### src/intc_pkg.sv
// Constants, register map and field layout of the controller.
// Assumes a 32-bit Avalon-MM register bus with byte addresses and one clock.
package intc_pkg;

    localparam int NUM_SRC = 8;
    localparam int NUM_CH  = 8;
    localparam int NUM_EXT = 2;
    localparam int SRC_W   = 3;
    localparam int PRIO_W  = 4;

    // Trap number of source 0; source i uses the next numbers in order.
    localparam logic [7:0] TRAP_BASE = 8'h10;

    // Source control register fields.
    localparam int PRIO_LSB = 0;
    localparam int EN_BIT   = 4;
    localparam int REQ_BIT  = 5;
    localparam int XFER_BIT = 6;
    localparam int CH_LSB   = 8;
    localparam int EDGE_LSB = 12;
    localparam logic [15:0] CTRL_MASK = 16'h3_77F;

    // External edge selection codes.
    localparam logic [1:0] EDGE_RISE = 2'h1;
    localparam logic [1:0] EDGE_FALL = 2'h2;
    localparam logic [1:0] EDGE_BOTH = 2'h3;

    // Channel control register fields.
    localparam int BYTE_BIT   = 0;
    localparam int INCSRC_BIT = 1;
    localparam int INCDST_BIT = 2;
    localparam int CONT_BIT   = 3;

    localparam logic [15:0] STEP_BYTE = 16'h0001;
    localparam logic [15:0] STEP_WORD = 16'h0002;
    localparam logic [7:0]  CNT_ONE   = 8'h01;

    // Register banks, selected by address bits 7:5; bits 4:2 pick the entry.
    localparam logic [2:0] BANK_CTRL = 3'h0;
    localparam logic [2:0] BANK_SRC  = 3'h1;
    localparam logic [2:0] BANK_DST  = 3'h2;
    localparam logic [2:0] BANK_CNT  = 3'h3;
    localparam logic [2:0] BANK_CTL  = 3'h4;
    localparam logic [2:0] BANK_MISC = 3'h5;
    localparam logic [2:0] MISC_STATUS = 3'h0;
    localparam logic [2:0] MISC_MASK   = 3'h1;
    localparam logic [2:0] MISC_CORE   = 3'h2;

    function automatic logic [15:0] vector_of(input logic [7:0] trap);
        vector_of = {6'h00, trap, 2'h0};
    endfunction : vector_of

endpackage : intc_pkg

### src/pin_edge_detect.sv
// Synchronises the fast external request pins and detects the selected edges.
// Assumes asynchronous pins and a same-clock mode.
`timescale 1ns/10ps
module pin_edge_detect
(
    input  wire logic                           sys_clk,
    input  wire logic                           sys_rst,
    input  wire logic [intc_pkg::NUM_EXT-1:0]   pin,
    input  wire logic [2*intc_pkg::NUM_EXT-1:0] mode,
    output logic      [intc_pkg::NUM_EXT-1:0]   edge_pulse
);

    typedef struct packed {
        logic [intc_pkg::NUM_EXT-1:0] sync1;
        logic [intc_pkg::NUM_EXT-1:0] sync2;
        logic [intc_pkg::NUM_EXT-1:0] prev;
        logic [intc_pkg::NUM_EXT-1:0] pulse;
    } edge_s;

    edge_s r;
    edge_s next_r;

    always_comb
    begin
        next_r.sync1 = pin;
        next_r.sync2 = r.sync1;
        next_r.prev  = r.sync2;
        for (int i = 0; i < intc_pkg::NUM_EXT; i++)
        begin
            next_r.pulse[i] =
                ((mode[2*i +: 2] == intc_pkg::EDGE_RISE) && r.sync2[i] && !r.prev[i]) ||
                ((mode[2*i +: 2] == intc_pkg::EDGE_FALL) && !r.sync2[i] && r.prev[i]) ||
                ((mode[2*i +: 2] == intc_pkg::EDGE_BOTH) && (r.sync2[i] != r.prev[i]));
        end
    end

    always_ff @(posedge sys_clk)
    begin
        if (sys_rst)
            r <= '0;
        else
            r <= next_r;
    end

    assign edge_pulse = r.pulse;

endmodule : pin_edge_detect

### src/priority_select.sv
// Picks the pending enabled source with the highest level; ties go to the lower index.
// Combinational; the caller registers what it presents.
`timescale 1ns/10ps
module priority_select
(
    input  wire logic [intc_pkg::NUM_SRC-1:0]                  pending,
    input  wire logic [intc_pkg::NUM_SRC*intc_pkg::PRIO_W-1:0] levels,
    output logic                                               win_valid,
    output logic      [intc_pkg::SRC_W-1:0]                    win_index,
    output logic      [intc_pkg::PRIO_W-1:0]                   win_level
);

    always_comb
    begin
        win_valid = 1'b0;
        win_index = '0;
        win_level = '0;
        for (int i = 0; i < intc_pkg::NUM_SRC; i++)
        begin
            if (pending[i] &&
                (!win_valid || (levels[i*intc_pkg::PRIO_W +: intc_pkg::PRIO_W] > win_level)))
            begin
                win_valid = 1'b1;
                win_index = intc_pkg::SRC_W'(i);
                win_level = levels[i*intc_pkg::PRIO_W +: intc_pkg::PRIO_W];
            end
        end
    end

endmodule : priority_select

### src/interrupt_and_event_transfer_ctrl.sv
// Prioritised vectored interrupt controller with an eight-channel event transfer engine.
// Assumes a core that acknowledges vectors, performs the single-cycle moves it is given,
// and reports its current priority level; registers sit on Avalon-MM.
//
// Chosen here: the placing of the registers and the Avalon-MM slave port.
`timescale 1ns/10ps

// Contract
// - Internal request reaches the core within 5 to 12 clocks; here an idle controller raises int_req one clock after it samples the event.
// - Each source is set for vectored interrupt or event transfer.
// - A transfer steals one core cycle, no vector branch or suspension.
// - Moves one byte or word, then bumps source or destination pointer.
// - Count decrements per transfer unless the channel runs continuous.
// - At zero count the source raises its normal vectored interrupt instead.
// - Eight channels, each with source, destination, count and control.
// - Every source has a control register: request, enable, priority.
// - Priority field selects one of sixteen levels.
// - Only strictly higher priority preempts an accepted service.
// - Each source vectors to four times its trap number.
// - Fast external inputs detect rising, falling or both edges.
// - A trap instruction number vectors to its own location.
// - Software setting a request flag acts like a hardware event.
module interrupt_and_event_transfer_ctrl
(
    input  wire logic                          sys_clk,
    input  wire logic                          sys_rst,
    input  wire logic [7:0]                    address,
    input  wire logic                          read,
    input  wire logic                          write,
    input  wire logic [31:0]                   writedata,
    input  wire logic [3:0]                    byteenable,
    output logic      [31:0]                   readdata,
    output logic                               waitrequest,
    input  wire logic [intc_pkg::NUM_SRC-1:0]  src_event,
    input  wire logic [intc_pkg::NUM_EXT-1:0]  ext_pin,
    input  wire logic [intc_pkg::PRIO_W-1:0]   cpu_level,
    input  wire logic                          int_ack,
    input  wire logic                          xfer_done,
    input  wire logic                          trap_valid,
    input  wire logic [7:0]                    trap_num,
    output logic                               int_req,
    output logic      [15:0]                   int_vector,
    output logic      [intc_pkg::PRIO_W-1:0]   int_level,
    output logic                               xfer_req,
    output logic      [15:0]                   xfer_src,
    output logic      [15:0]                   xfer_dst,
    output logic                               xfer_word,
    output logic                               trap_ack,
    output logic                               irq
);

    typedef enum logic [1:0] {S_IDLE, S_INT, S_XFER} svc_e;

    typedef struct packed {
        logic [intc_pkg::NUM_SRC-1:0][15:0] ctrl;
        logic [intc_pkg::NUM_CH-1:0][15:0]  ch_src;
        logic [intc_pkg::NUM_CH-1:0][15:0]  ch_dst;
        logic [intc_pkg::NUM_CH-1:0][7:0]   ch_cnt;
        logic [intc_pkg::NUM_CH-1:0][3:0]   ch_ctl;
        logic [intc_pkg::NUM_CH-1:0]        status;
        logic [intc_pkg::NUM_CH-1:0]        mask;
        svc_e                               st;
        logic [intc_pkg::SRC_W-1:0]         sel;
        logic [2:0]                         ch;
        logic                               from_src;
        logic                               int_req;
        logic [15:0]                        int_vector;
        logic [intc_pkg::PRIO_W-1:0]        int_level;
        logic                               xfer_req;
        logic [15:0]                        xfer_src;
        logic [15:0]                        xfer_dst;
        logic                               xfer_word;
        logic                               trap_ack;
        logic                               irq;
        logic                               waitrequest;
        logic [31:0]                        readdata;
    } state_s;

    state_s r;
    state_s next_r;

    logic [intc_pkg::NUM_EXT-1:0]                  ext_edge;
    logic [2*intc_pkg::NUM_EXT-1:0]                edge_mode;
    logic [intc_pkg::NUM_SRC-1:0]                  pending;
    logic [intc_pkg::NUM_SRC*intc_pkg::PRIO_W-1:0] levels;
    logic                                          win_valid;
    logic [intc_pkg::SRC_W-1:0]                    win_index;
    logic [intc_pkg::PRIO_W-1:0]                   win_level;

    // Readback value of a register; also the base for byte-lane merges on writes.
    function automatic logic [31:0] reg_value(input state_s s, input logic [7:0] a);
        logic [2:0] idx;
        idx       = a[4:2];
        reg_value = '0;
        unique case (a[7:5])
            intc_pkg::BANK_CTRL: reg_value = {16'h0000, s.ctrl[idx]};
            intc_pkg::BANK_SRC:  reg_value = {16'h0000, s.ch_src[idx]};
            intc_pkg::BANK_DST:  reg_value = {16'h0000, s.ch_dst[idx]};
            intc_pkg::BANK_CNT:  reg_value = {24'h00_0000, s.ch_cnt[idx]};
            intc_pkg::BANK_CTL:  reg_value = {28'h000_0000, s.ch_ctl[idx]};
            intc_pkg::BANK_MISC:
            begin
                if (idx == intc_pkg::MISC_STATUS)
                    reg_value = {24'h00_0000, s.status};
                else if (idx == intc_pkg::MISC_MASK)
                    reg_value = {24'h00_0000, s.mask};
                else if (idx == intc_pkg::MISC_CORE)
                    reg_value = {24'h00_0000, s.st, s.ch, s.sel};
            end
            default: reg_value = '0;
        endcase
    endfunction : reg_value

    function automatic logic [31:0] merge(input logic [31:0] old_v,
                                          input logic [31:0] new_v,
                                          input logic [3:0]  be);
        for (int b = 0; b < 4; b++)
            merge[8*b +: 8] = be[b] ? new_v[8*b +: 8] : old_v[8*b +: 8];
    endfunction : merge

    pin_edge_detect u_edge
    (
        .sys_clk    (sys_clk),
        .sys_rst    (sys_rst),
        .pin        (ext_pin),
        .mode       (edge_mode),
        .edge_pulse (ext_edge)
    );

    always_comb
    begin
        for (int i = 0; i < intc_pkg::NUM_EXT; i++)
            edge_mode[2*i +: 2] = r.ctrl[i][intc_pkg::EDGE_LSB +: 2];
        for (int i = 0; i < intc_pkg::NUM_SRC; i++)
        begin
            pending[i] = r.ctrl[i][intc_pkg::REQ_BIT] && r.ctrl[i][intc_pkg::EN_BIT];
            levels[i*intc_pkg::PRIO_W +: intc_pkg::PRIO_W] =
                r.ctrl[i][intc_pkg::PRIO_LSB +: intc_pkg::PRIO_W];
        end
    end

    priority_select u_prio
    (
        .pending   (pending),
        .levels    (levels),
        .win_valid (win_valid),
        .win_index (win_index),
        .win_level (win_level)
    );

    always_comb
    begin
        logic [31:0] wv;
        logic [2:0]  idx;
        logic [2:0]  wch;
        logic [15:0] step;
        logic [7:0]  cnt_next;
        wv       = '0;
        idx      = address[4:2];
        wch      = '0;
        step     = '0;
        cnt_next = '0;
        next_r   = r;
        next_r.trap_ack = 1'b0;

        // Service sequencing towards the core.
        unique case (r.st)
            S_IDLE:
            begin
                if (trap_valid)
                begin
                    // Traps come from the instruction stream and bypass level checks.
                    next_r.int_req    = 1'b1;
                    next_r.int_vector = intc_pkg::vector_of(trap_num);
                    next_r.int_level  = cpu_level;
                    next_r.trap_ack   = 1'b1;
                    next_r.from_src   = 1'b0;
                    next_r.st         = S_INT;
                end
                else if (win_valid && (win_level > cpu_level))
                begin
                    wch        = r.ctrl[win_index][intc_pkg::CH_LSB +: 3];
                    next_r.sel = win_index;
                    next_r.ch  = wch;
                    if (r.ctrl[win_index][intc_pkg::XFER_BIT] && (r.ch_cnt[wch] != '0))
                    begin
                        next_r.xfer_req  = 1'b1;
                        next_r.xfer_src  = r.ch_src[wch];
                        next_r.xfer_dst  = r.ch_dst[wch];
                        next_r.xfer_word = !r.ch_ctl[wch][intc_pkg::BYTE_BIT];
                        next_r.ctrl[win_index][intc_pkg::REQ_BIT] = 1'b0;
                        next_r.st        = S_XFER;
                    end
                    else
                    begin
                        next_r.int_req    = 1'b1;
                        next_r.int_vector =
                            intc_pkg::vector_of(8'(intc_pkg::TRAP_BASE + 8'(win_index)));
                        next_r.int_level  = win_level;
                        next_r.from_src   = 1'b1;
                        next_r.st         = S_INT;
                    end
                end
            end
            S_INT:
            begin
                if (int_ack)
                begin
                    next_r.int_req = 1'b0;
                    if (r.from_src)
                        next_r.ctrl[r.sel][intc_pkg::REQ_BIT] = 1'b0;
                    next_r.st = S_IDLE;
                end
            end
            S_XFER:
            begin
                if (xfer_done)
                begin
                    next_r.xfer_req = 1'b0;
                    step = r.ch_ctl[r.ch][intc_pkg::BYTE_BIT] ? intc_pkg::STEP_BYTE
                                                              : intc_pkg::STEP_WORD;
                    if (r.ch_ctl[r.ch][intc_pkg::INCSRC_BIT])
                        next_r.ch_src[r.ch] = r.ch_src[r.ch] + step;
                    else if (r.ch_ctl[r.ch][intc_pkg::INCDST_BIT])
                        next_r.ch_dst[r.ch] = r.ch_dst[r.ch] + step;
                    if (!r.ch_ctl[r.ch][intc_pkg::CONT_BIT])
                    begin
                        cnt_next = r.ch_cnt[r.ch] - intc_pkg::CNT_ONE;
                        next_r.ch_cnt[r.ch] = cnt_next;
                        if (cnt_next == '0)
                        begin
                            // Re-arm the source so it vectors next time.
                            next_r.ctrl[r.sel][intc_pkg::REQ_BIT] = 1'b1;
                        end
                    end
                    next_r.st = S_IDLE;
                end
            end
        endcase

        // Register bus: one wait cycle, then the access completes.
        if ((read || write) && r.waitrequest)
        begin
            next_r.waitrequest = 1'b0;
            next_r.readdata    = reg_value(r, address);
        end
        else
        begin
            next_r.waitrequest = 1'b1;
        end

        if (write && !r.waitrequest)
        begin
            wv = merge(reg_value(r, address), writedata, byteenable);
            unique case (address[7:5])
                intc_pkg::BANK_CTRL:
                    next_r.ctrl[idx] = wv[15:0] & intc_pkg::CTRL_MASK;
                intc_pkg::BANK_SRC: next_r.ch_src[idx] = wv[15:0];
                intc_pkg::BANK_DST: next_r.ch_dst[idx] = wv[15:0];
                intc_pkg::BANK_CNT: next_r.ch_cnt[idx] = wv[7:0];
                intc_pkg::BANK_CTL: next_r.ch_ctl[idx] = wv[3:0];
                intc_pkg::BANK_MISC:
                begin
                    if (idx == intc_pkg::MISC_STATUS)
                        next_r.status = next_r.status & ~writedata[7:0];
                    else if (idx == intc_pkg::MISC_MASK)
                        next_r.mask = wv[7:0];
                end
                default: ;
            endcase
        end

        // Hardware events come last so that a simultaneous clear never loses them.
        for (int i = 0; i < intc_pkg::NUM_SRC; i++)
        begin
            if (src_event[i] || ((i < intc_pkg::NUM_EXT) && ext_edge[i % intc_pkg::NUM_EXT]))
                next_r.ctrl[i][intc_pkg::REQ_BIT] = 1'b1;
        end
        if ((r.st == S_XFER) && xfer_done && !r.ch_ctl[r.ch][intc_pkg::CONT_BIT] &&
            (r.ch_cnt[r.ch] == intc_pkg::CNT_ONE))
            next_r.status[r.ch] = 1'b1;

        next_r.irq = |(next_r.status & next_r.mask);
    end

    always_ff @(posedge sys_clk)
    begin
        if (sys_rst)
        begin
            r             <= '0;
            r.waitrequest <= 1'b1;
        end
        else
        begin
            r <= next_r;
        end
    end

    assign readdata    = r.readdata;
    assign waitrequest = r.waitrequest;
    assign int_req     = r.int_req;
    assign int_vector  = r.int_vector;
    assign int_level   = r.int_level;
    assign xfer_req    = r.xfer_req;
    assign xfer_src    = r.xfer_src;
    assign xfer_dst    = r.xfer_dst;
    assign xfer_word   = r.xfer_word;
    assign trap_ack    = r.trap_ack;
    assign irq         = r.irq;

endmodule : interrupt_and_event_transfer_ctrl

### config.mk
export PLATFORM = sky130hd
export DESIGN_NAME = interrupt_and_event_transfer_ctrl
export DESIGN_NICKNAME = d
export VERILOG_FILES = /design/src/intc_pkg.sv /design/src/pin_edge_detect.sv /design/src/priority_select.sv /design/src/interrupt_and_event_transfer_ctrl.sv
export SDC_FILE = /design/constraint.sdc
export NUM_CORES = 2
export LEC_CHECK = 0
export ABC_AREA = 1
export BUFFER_PORTS_ARGS = -buffer_cell sky130_fd_sc_hd__buf_2
export CAP_MARGIN = 20
export CORE_UTILIZATION = 40
export CTS_CLUSTER_DIAMETER = 150
export DETAILED_ROUTE_END_ITERATION = 10
export GPL_ROUTABILITY_DRIVEN = 1
export SKIP_LAST_GASP = 1
export SLEW_MARGIN = 20
export SYNTH_ARGS = -nofsm -noshare
export SYNTH_HDL_FRONTEND = slang
export SYNTH_HIERARCHICAL = 1
export SYNTH_SLANG_ARGS = --single-unit
export TNS_END_PERCENT = 20
### constraint.sdc
create_clock -name sys_clk -period 11.39 [get_ports sys_clk]
set_input_delay 0 -clock sys_clk [delete_from_list [all_inputs] [get_ports sys_clk]]
set_output_delay 0 -clock sys_clk [all_outputs]
set_load 0.005 [all_outputs]
### Word level (Yosys, flattened, before mapping)

Index checks and enable logic that the tools add are counted.

* flip-flop bits (word level): 603
* latch bits: 0
* RAM bits: 0
* bits in read-only memories: 0
* input port bits: 73
* output and inout port bits: 90
* logic and storage cells: 332
* memories kept: 0

* add/subtract/negate cells: 4
* multiply operators: 0
* div/mod/pow operators: 0
* order comparisons: 17
* equal/unequal tests: 26
* shifts and indexed selects: 0
* multiplexer cells: 132
* bitwise operators: 11
* reductions and logical operators: 81

Operators by type and width (count)
* 128-bit 2-to-1 mux: 13
* 128-bit bitwise mux: 5
* 496-bit 2-to-1 mux: 1
* 448-bit 2-to-1 mux: 1
* 16-bit binary-select mux with 3-bit select: 8
* 128-bit one-hot mux with 3 select lines: 1
* 320-bit 2-to-1 mux: 1
* 128-bit AND: 2
* 128-bit inverter: 2
* 16-bit demux with 3-bit select: 4
* 64-bit 2-to-1 mux: 3
* 16-bit 2-to-1 mux: 11
* 64-bit bitwise mux: 2
* 128-bit bitwise OR: 1
* 8-bit 2-to-1 mux: 14
* 16-bit one-hot mux with 6 select lines: 1
* 8-bit binary-select mux with 3-bit select: 3
* 34-bit 2-to-1 mux: 2
* 8-bit demux with 3-bit select: 2
* 22-bit 2-to-1 mux: 2
* 4-bit 2-to-1 mux: 11
* 4-bit binary-select mux with 3-bit select: 3
* 1-bit logical AND: 36
* 16-bit by 2-bit adder with 16-bit output: 2
* other kinds (42): 140

### Depth between registers and ports, before layout

* depth after elaboration: 47
* mapped depth: 97
* mapped depth without buffers: 95

### Modules after synthesis

Netlist, hierarchy kept.

Modules (own cells, without submodules)
* interrupt_and_event_transfer_ctrl: instances 1, cells an instance 5299, area an instance 34105.2 µm², seq. area each 10790.3 µm²
* priority_select: instances 1, cells an instance 226, area an instance 1257.5 µm², seq. area each 0.0 µm²
* pin_edge_detect: instances 1, cells an instance 39, area an instance 306.5 µm², seq. area each 160.2 µm²

### Least setup slack after synthesis

OpenSTA, ideal clock, no wires.

* kind: register to register
* from: reg r[472] (netlist name)
* to: reg r[91] (netlist name)
* library setup time: 70 ps
* arrival: 9178 ps
* data required time: 11320 ps
* setup slack: 2142 ps
* stages on the path, launching flop included: 84
* path buffers: 1
* period minus slack after synthesis: 9248 ps
* path through: dfxtp_1 nand2_1 inv_1 nand2_1 ha_1 nand2_1 inv_1 nand2_1 nand2_1 nand2_1 nand2_1 nand2_1 nand2_1 and2_1 ha_1 inv_1 nor2_1 o21ai_0 [48 not listed] o21ai_0 o21ai_1 nand2_2 inv_2 nand2_1 nand2_1 ha_1 inv_1 nor2_1 o211ai_1 a21boi_0 nand2_1 nor2_1 inv_1 nor2_1 clkbuf_1 o21ai_0 a21oi_1

* word-level cells in the longest chain between the ends: 33
* elaborated cells between the ends (all ways): 57
* those cells by class: order compare (8); mux (25); reduce/logical (24)

RTL lines
* from (decl): RTL line interrupt_and_event_transfer_ctrl.sv:79 `state_s r;`
* from (signal assigned): RTL line interrupt_and_event_transfer_ctrl.sv:295 `r <= next_r;`
* 1-bit logical AND (*): RTL line interrupt_and_event_transfer_ctrl.sv:136 `pending[i] = r.ctrl[i][intc_pkg::REQ_BIT] && r.ctrl[i][intc_pkg::EN_BIT];`
* named net pending (one bit): RTL line interrupt_and_event_transfer_ctrl.sv:84 `logic [intc_pkg::NUM_SRC-1:0] pending;`
* 4-bit 2-to-1 mux or 1-bit 2-to-1 mux (tied branches): RTL line priority_select.sv:20 `if (pending[i] &&`
* 4-bit greater-than comparator or 1-bit logical NOT (tied branches): RTL line priority_select.sv:21 `(!win_valid || (levels[i*intc_pkg::PRIO_W +: intc_pkg::PRIO_W] > win_level)))`
* 1-bit logical OR: RTL line priority_select.sv:21
* 1-bit logical AND: RTL line priority_select.sv:20
* 4-bit 2-to-1 mux or 1-bit 2-to-1 mux (tied branches): RTL line priority_select.sv:20
* 4-bit greater-than comparator or 1-bit logical NOT (tied branches): RTL line priority_select.sv:21
* [19 not listed]
* 4-bit greater-than comparator or 1-bit logical NOT (tied branches): RTL line priority_select.sv:21
* 1-bit logical OR: RTL line priority_select.sv:21
* 1-bit logical AND: RTL line priority_select.sv:20
* 4-bit 2-to-1 mux (*): RTL line priority_select.sv:20
* named net win_level (one bit): RTL line interrupt_and_event_transfer_ctrl.sv:88 `logic [intc_pkg::PRIO_W-1:0] win_level;`
* 4-bit greater-than comparator (*): RTL line interrupt_and_event_transfer_ctrl.sv:180 `else if (win_valid && (win_level > cpu_level))`
* 1-bit logical AND (*): RTL line interrupt_and_event_transfer_ctrl.sv:180
* 3-bit AND reduction (no source line) (*)

Mark *: on every way through the listed nets, which the timed path passes. The rest lies on a longest branch. The select of a mux whose other input is x is not followed.
A chain may end at the register's enable or synchronous reset.

### Final worst setup path

* from: reg r[472] (netlist name)
* to: reg r, in the netlist int_vector[7]

* word-level cells in the longest chain between the ends: 38
* elaborated cells between the ends (all ways): 67
* those cells by class: add/sub (1); order compare (8); eq/ne (1); mux (30); reduce/logical (27)

RTL lines
* 1-bit logical AND (*): RTL line interrupt_and_event_transfer_ctrl.sv:136
* named net pending (one bit): RTL line interrupt_and_event_transfer_ctrl.sv:84
* 4-bit 2-to-1 mux or 1-bit 2-to-1 mux (tied branches): RTL line priority_select.sv:20
* 4-bit greater-than comparator or 1-bit logical NOT (tied branches): RTL line priority_select.sv:21
* 1-bit logical OR: RTL line priority_select.sv:21
* 1-bit logical AND: RTL line priority_select.sv:20
* 4-bit 2-to-1 mux or 1-bit 2-to-1 mux (tied branches): RTL line priority_select.sv:20
* 4-bit greater-than comparator or 1-bit logical NOT (tied branches): RTL line priority_select.sv:21
* [23 not listed]
* named net win_index (one bit): RTL line interrupt_and_event_transfer_ctrl.sv:87 `logic [intc_pkg::SRC_W-1:0] win_index;`
* 16-bit binary-select mux with 3-bit select: RTL line interrupt_and_event_transfer_ctrl.sv:182, interrupt_and_event_transfer_ctrl.sv:185
* 11-bit 2-to-1 mux (not written as such): RTL line interrupt_and_event_transfer_ctrl.sv:185 `if (r.ctrl[win_index][intc_pkg::XFER_BIT] && (r.ch_cnt[wch] != '0))`
* 8-bit binary-select mux with 3-bit select: RTL line interrupt_and_event_transfer_ctrl.sv:185
* 8-bit 2-to-1 mux (not written as such): RTL line interrupt_and_event_transfer_ctrl.sv:185
* 8-bit nonzero test: RTL line interrupt_and_event_transfer_ctrl.sv:185
* 1-bit logical AND: RTL line interrupt_and_event_transfer_ctrl.sv:185
* 2-bit != test (no source line)
* 3-bit AND reduction (no source line)

Marked as above.

==> impl_metrics.tcl <==
set metrics [dict create \
    status "finished clean" \
    drc 0 \
    synth_flop_cell "dfxtp_1" \
    power_density_nw_per_um2 113 \
    cts_tree "yes" \
    p_leak_nw 14.8 \
    pwr-share-comb_pct 6.7 \
    syn_avg_cell_area_um2 6.41 \
    grt_pass1_wl_um 241000 \
    ys_ff_latch 547 \
    grt-ovfl-total 0 \
    syn_to_final_growth_pct 10.3 \
    fp.dieH_um 301 \
    cts_buffers 67 \
    clock_latency_ns 0.64 \
    antenna_found_initial 4 \
    synth-edff-count 0 \
    drtPass1Iterations 7 \
    multiInputGateArea_um2 20200 \
    yosys_warnings 6 \
    fin_crit_sh_pct 93.2 \
    portBuffers 118 \
    grt_pass1_vias 36500 \
    timing.final.setup_violations 0 \
    syn_inst 5564 \
    synth_top_area_cell "dfxtp_1" \
    fin_nets 5596 \
    htree_levels 3 \
    core-area_um2 88400 \
    die_width_um 301 \
    hold_violations 0 \
    tns_ns 0 \
    drt_iter0_drc 6070 \
    drive_above_1_share_pct 9.93 \
    dp_hpwl_um 104000 \
    final-seq-area_um2 11000 \
    vias 40700 \
    finalMaxSlewViolations 0 \
    ant_nets 0 \
    dpl_worst_slack_ns 0.225 \
    slew_headroom_pct 19.1 \
    clk_pin_slew_ns 0.06 \
    hold_path_class "in2reg" \
    p_sw_share_pct 26.1 \
    grt_start_max_net_pins 128 \
    p_int_w 0.00328 \
    synth-seq-area-share_pct 30.7 \
    clockRootBuffer "clkbuf_16" \
    vdd_drop_max_uv 112 \
    routed_via_density 6.07 \
    worst_setup_path_end_kind "register" \
    worst_slack_ns 0.780 \
    start_util_pct 40.4 \
    p_clk_share_pct 49.7 \
    wl_per_cell_um 24.8 \
    critPathMaxFanout 9 \
    yosys.area.top_type_share_pct 30.7 \
    worst-setup-path-type "reg2reg" \
    crit_required_ns 11.90 \
    worstPathArrival_ns 11.12 \
    cts.path.max_buffers 3 \
    startpoint_type "register" \
    gp_congestion 0.967 \
    top_layer "met5" \
    wl_met2_um 69200 \
    fmax_mhz 94.3 \
    die_area_um2 90400 \
    yosys-top-cells-count "nand2_1, a21oi_1, o21ai_0" \
    max_stage_delay_ns 0.56 \
    grt.total_usage_pct 35.6 \
    routed_wl_um 166000 \
    min_period_ns 10.61 \
    switchingPower_w 0.00116 \
    syn_area_um2 35700 \
    cp_common_cell "nand2_1" \
    async_flop_share_pct 0 \
    rows 109 \
    holdWs_ns 0.0170 \
    p_seq_share_pct 43.6 \
    wirelength_met1_um 64700 \
    slowest_stage "dlygate4sd3_1" \
    worstMarginPinSlew_ns 1.21 \
    nFillCells 9347 \
    max-cap-violations 0 \
    skew_ns 0.0383 \
    routed-wl-met3_um 21100 \
    yosys-top-cells-area "dfxtp_1, nand2_1, a21oi_1, o21ai_0, inv_1" \
    synth_cell_type_count 72 \
    synth.most_common_cell "nand2_1" \
    ios 163 \
    numClockSinks 547 \
]
[worst max-delay path: cells and delay by family (launching register included)]
family,cells,cell delay (ns)
adders and majority gates,7,1.89
buffers and inverters,10,1.41
AOI/OAI and AO/OA,15,1.52
and+or+nand+nor,54,5.26
DFF,1,0.34
[metal layers]
metal | track usage (%) | vias to the layer above
li1 | - | 18500
met1 | 46.4 | 18800
met2 | 53.0 | 2667
met3 | 8.67 | 621
met4 | 21.3 | 4
met5 | 0 | -
[cell families after synthesis]
group,count (synthesis),synth area share (%)
buffers and inverters,1104,13.7
adders and majority gates,43,1.55
DFF,547,30.7
and+or+nand+nor,1854,22.5
AOI/OAI and AO/OA,2001,30.9
xor gates and xnor gates,14,0.628
other,1,0.0105
[power by group through the flow]
| stage | Clock (W) | Combinational, W | Sequential, W |
|---|---|---|---|
| global placement | 0 | 0.000264 | 0.00198 |
| floorplan | 0 | 0.000162 | 0.00198 |
| detailed placement | 0 | 0.000265 | 0.00198 |
| CTS | 0.00221 | 0.000282 | 0.00194 |
| finish | 0.00221 | 0.000297 | 0.00194 |
| global route | 0.00229 | 0.000307 | 0.00194 |
[cells in the final DEF, fill, tap and decap left out, drive strengths merged, types with 2 or more instances in the layout]
| master | instances |
|---|---|
| xor2 | 10 |
| o2bb2ai | 7 |
| o2111ai | 11 |
| diode | 6 |
| clkinv | 15 |
| o211ai | 13 |
| bufinv | 3 |
| o31ai | 3 |
| nand4 | 63 |
| o211a | 9 |
| o221ai | 5 |
| o21bai | 12 |
| o22ai | 151 |
| fa | 2 |
| a211oi | 80 |
| a22o | 4 |
| or2 | 11 |
| a21oi | 815 |
| nor3 | 22 |
| clkbuf | 101 |
| o21ai | 769 |
| nand2 | 1142 |
| and2 | 12 |
| a22oi | 18 |
| nand3 | 265 |
| buf | 230 |
| a221oi | 44 |
| a31oi | 43 |
| inv | 636 |
| conb | 24 |
| ha | 41 |
| nor2 | 331 |
| nor4 | 5 |
| dlygate4sd3 | 60 |
| dfxtp | 547 |
| o41ai | 14 |
| xnor2 | 4 |
[repair_timing]
action / CTS / global route
endpoints found under the hold margin: 108 / 0
gates resized for setup: 0 / 50
buffers inserted: 0 / 17
hold buffers: 61 / 0
setup endpoints to repair: 0 / 64
[state kept, by name (all words and copies together), names as in the netlist]
name,cells
r,437
int_req,1
u_edge/edge_pulse,2
waitrequest,1
xfer_src,16
irq,1
edge_mode,4
xfer_word,1
int_vector,8
xfer_dst,16
xfer_req,1
int_level,4
readdata,16
u_edge/r,2
trap_ack,1
levels,32
u_edge/next_r,4
[path summary, 6_finish.rpt]
kind | from | endpoint | slack (ns) | cells after the start
max | r[472] | int_vector[7] | 0.78 | 86
min | writedata[8] | r[315] | 0.02 | 6
max reg2reg | r[472] | int_vector[7] | 0.78 | 86
min reg2reg | u_edge/next_r[4] | u_edge/next_r[2] | 0.41 | 2
[through the flow]
stage,std cells,cell area (um^2),util (%),power [W]
2_1_floorplan,5587,35800,-,0.00214
3_5_place_dp,6498,36200,41.0,0.00224
6_report,6700,39300,44.5,0.00444
4_1_cts,6677,39100,44.2,0.00443
3_3_place_gp,6498,36200,41.0,0.00224
5_1_grt,6694,39300,44.5,0.00453
[layout make-up]
cell class,count,share of cell area (%)
antenna,6,0.0382
clock buffer,101,5.13
clock inverter,17,0.442
inverter,638,6.16
multi-input combinational,3936,51.3
sequential,547,27.8
tap,1165,3.71
timing repair buffer,290,5.40
Power figures use the tool's default switching activity.
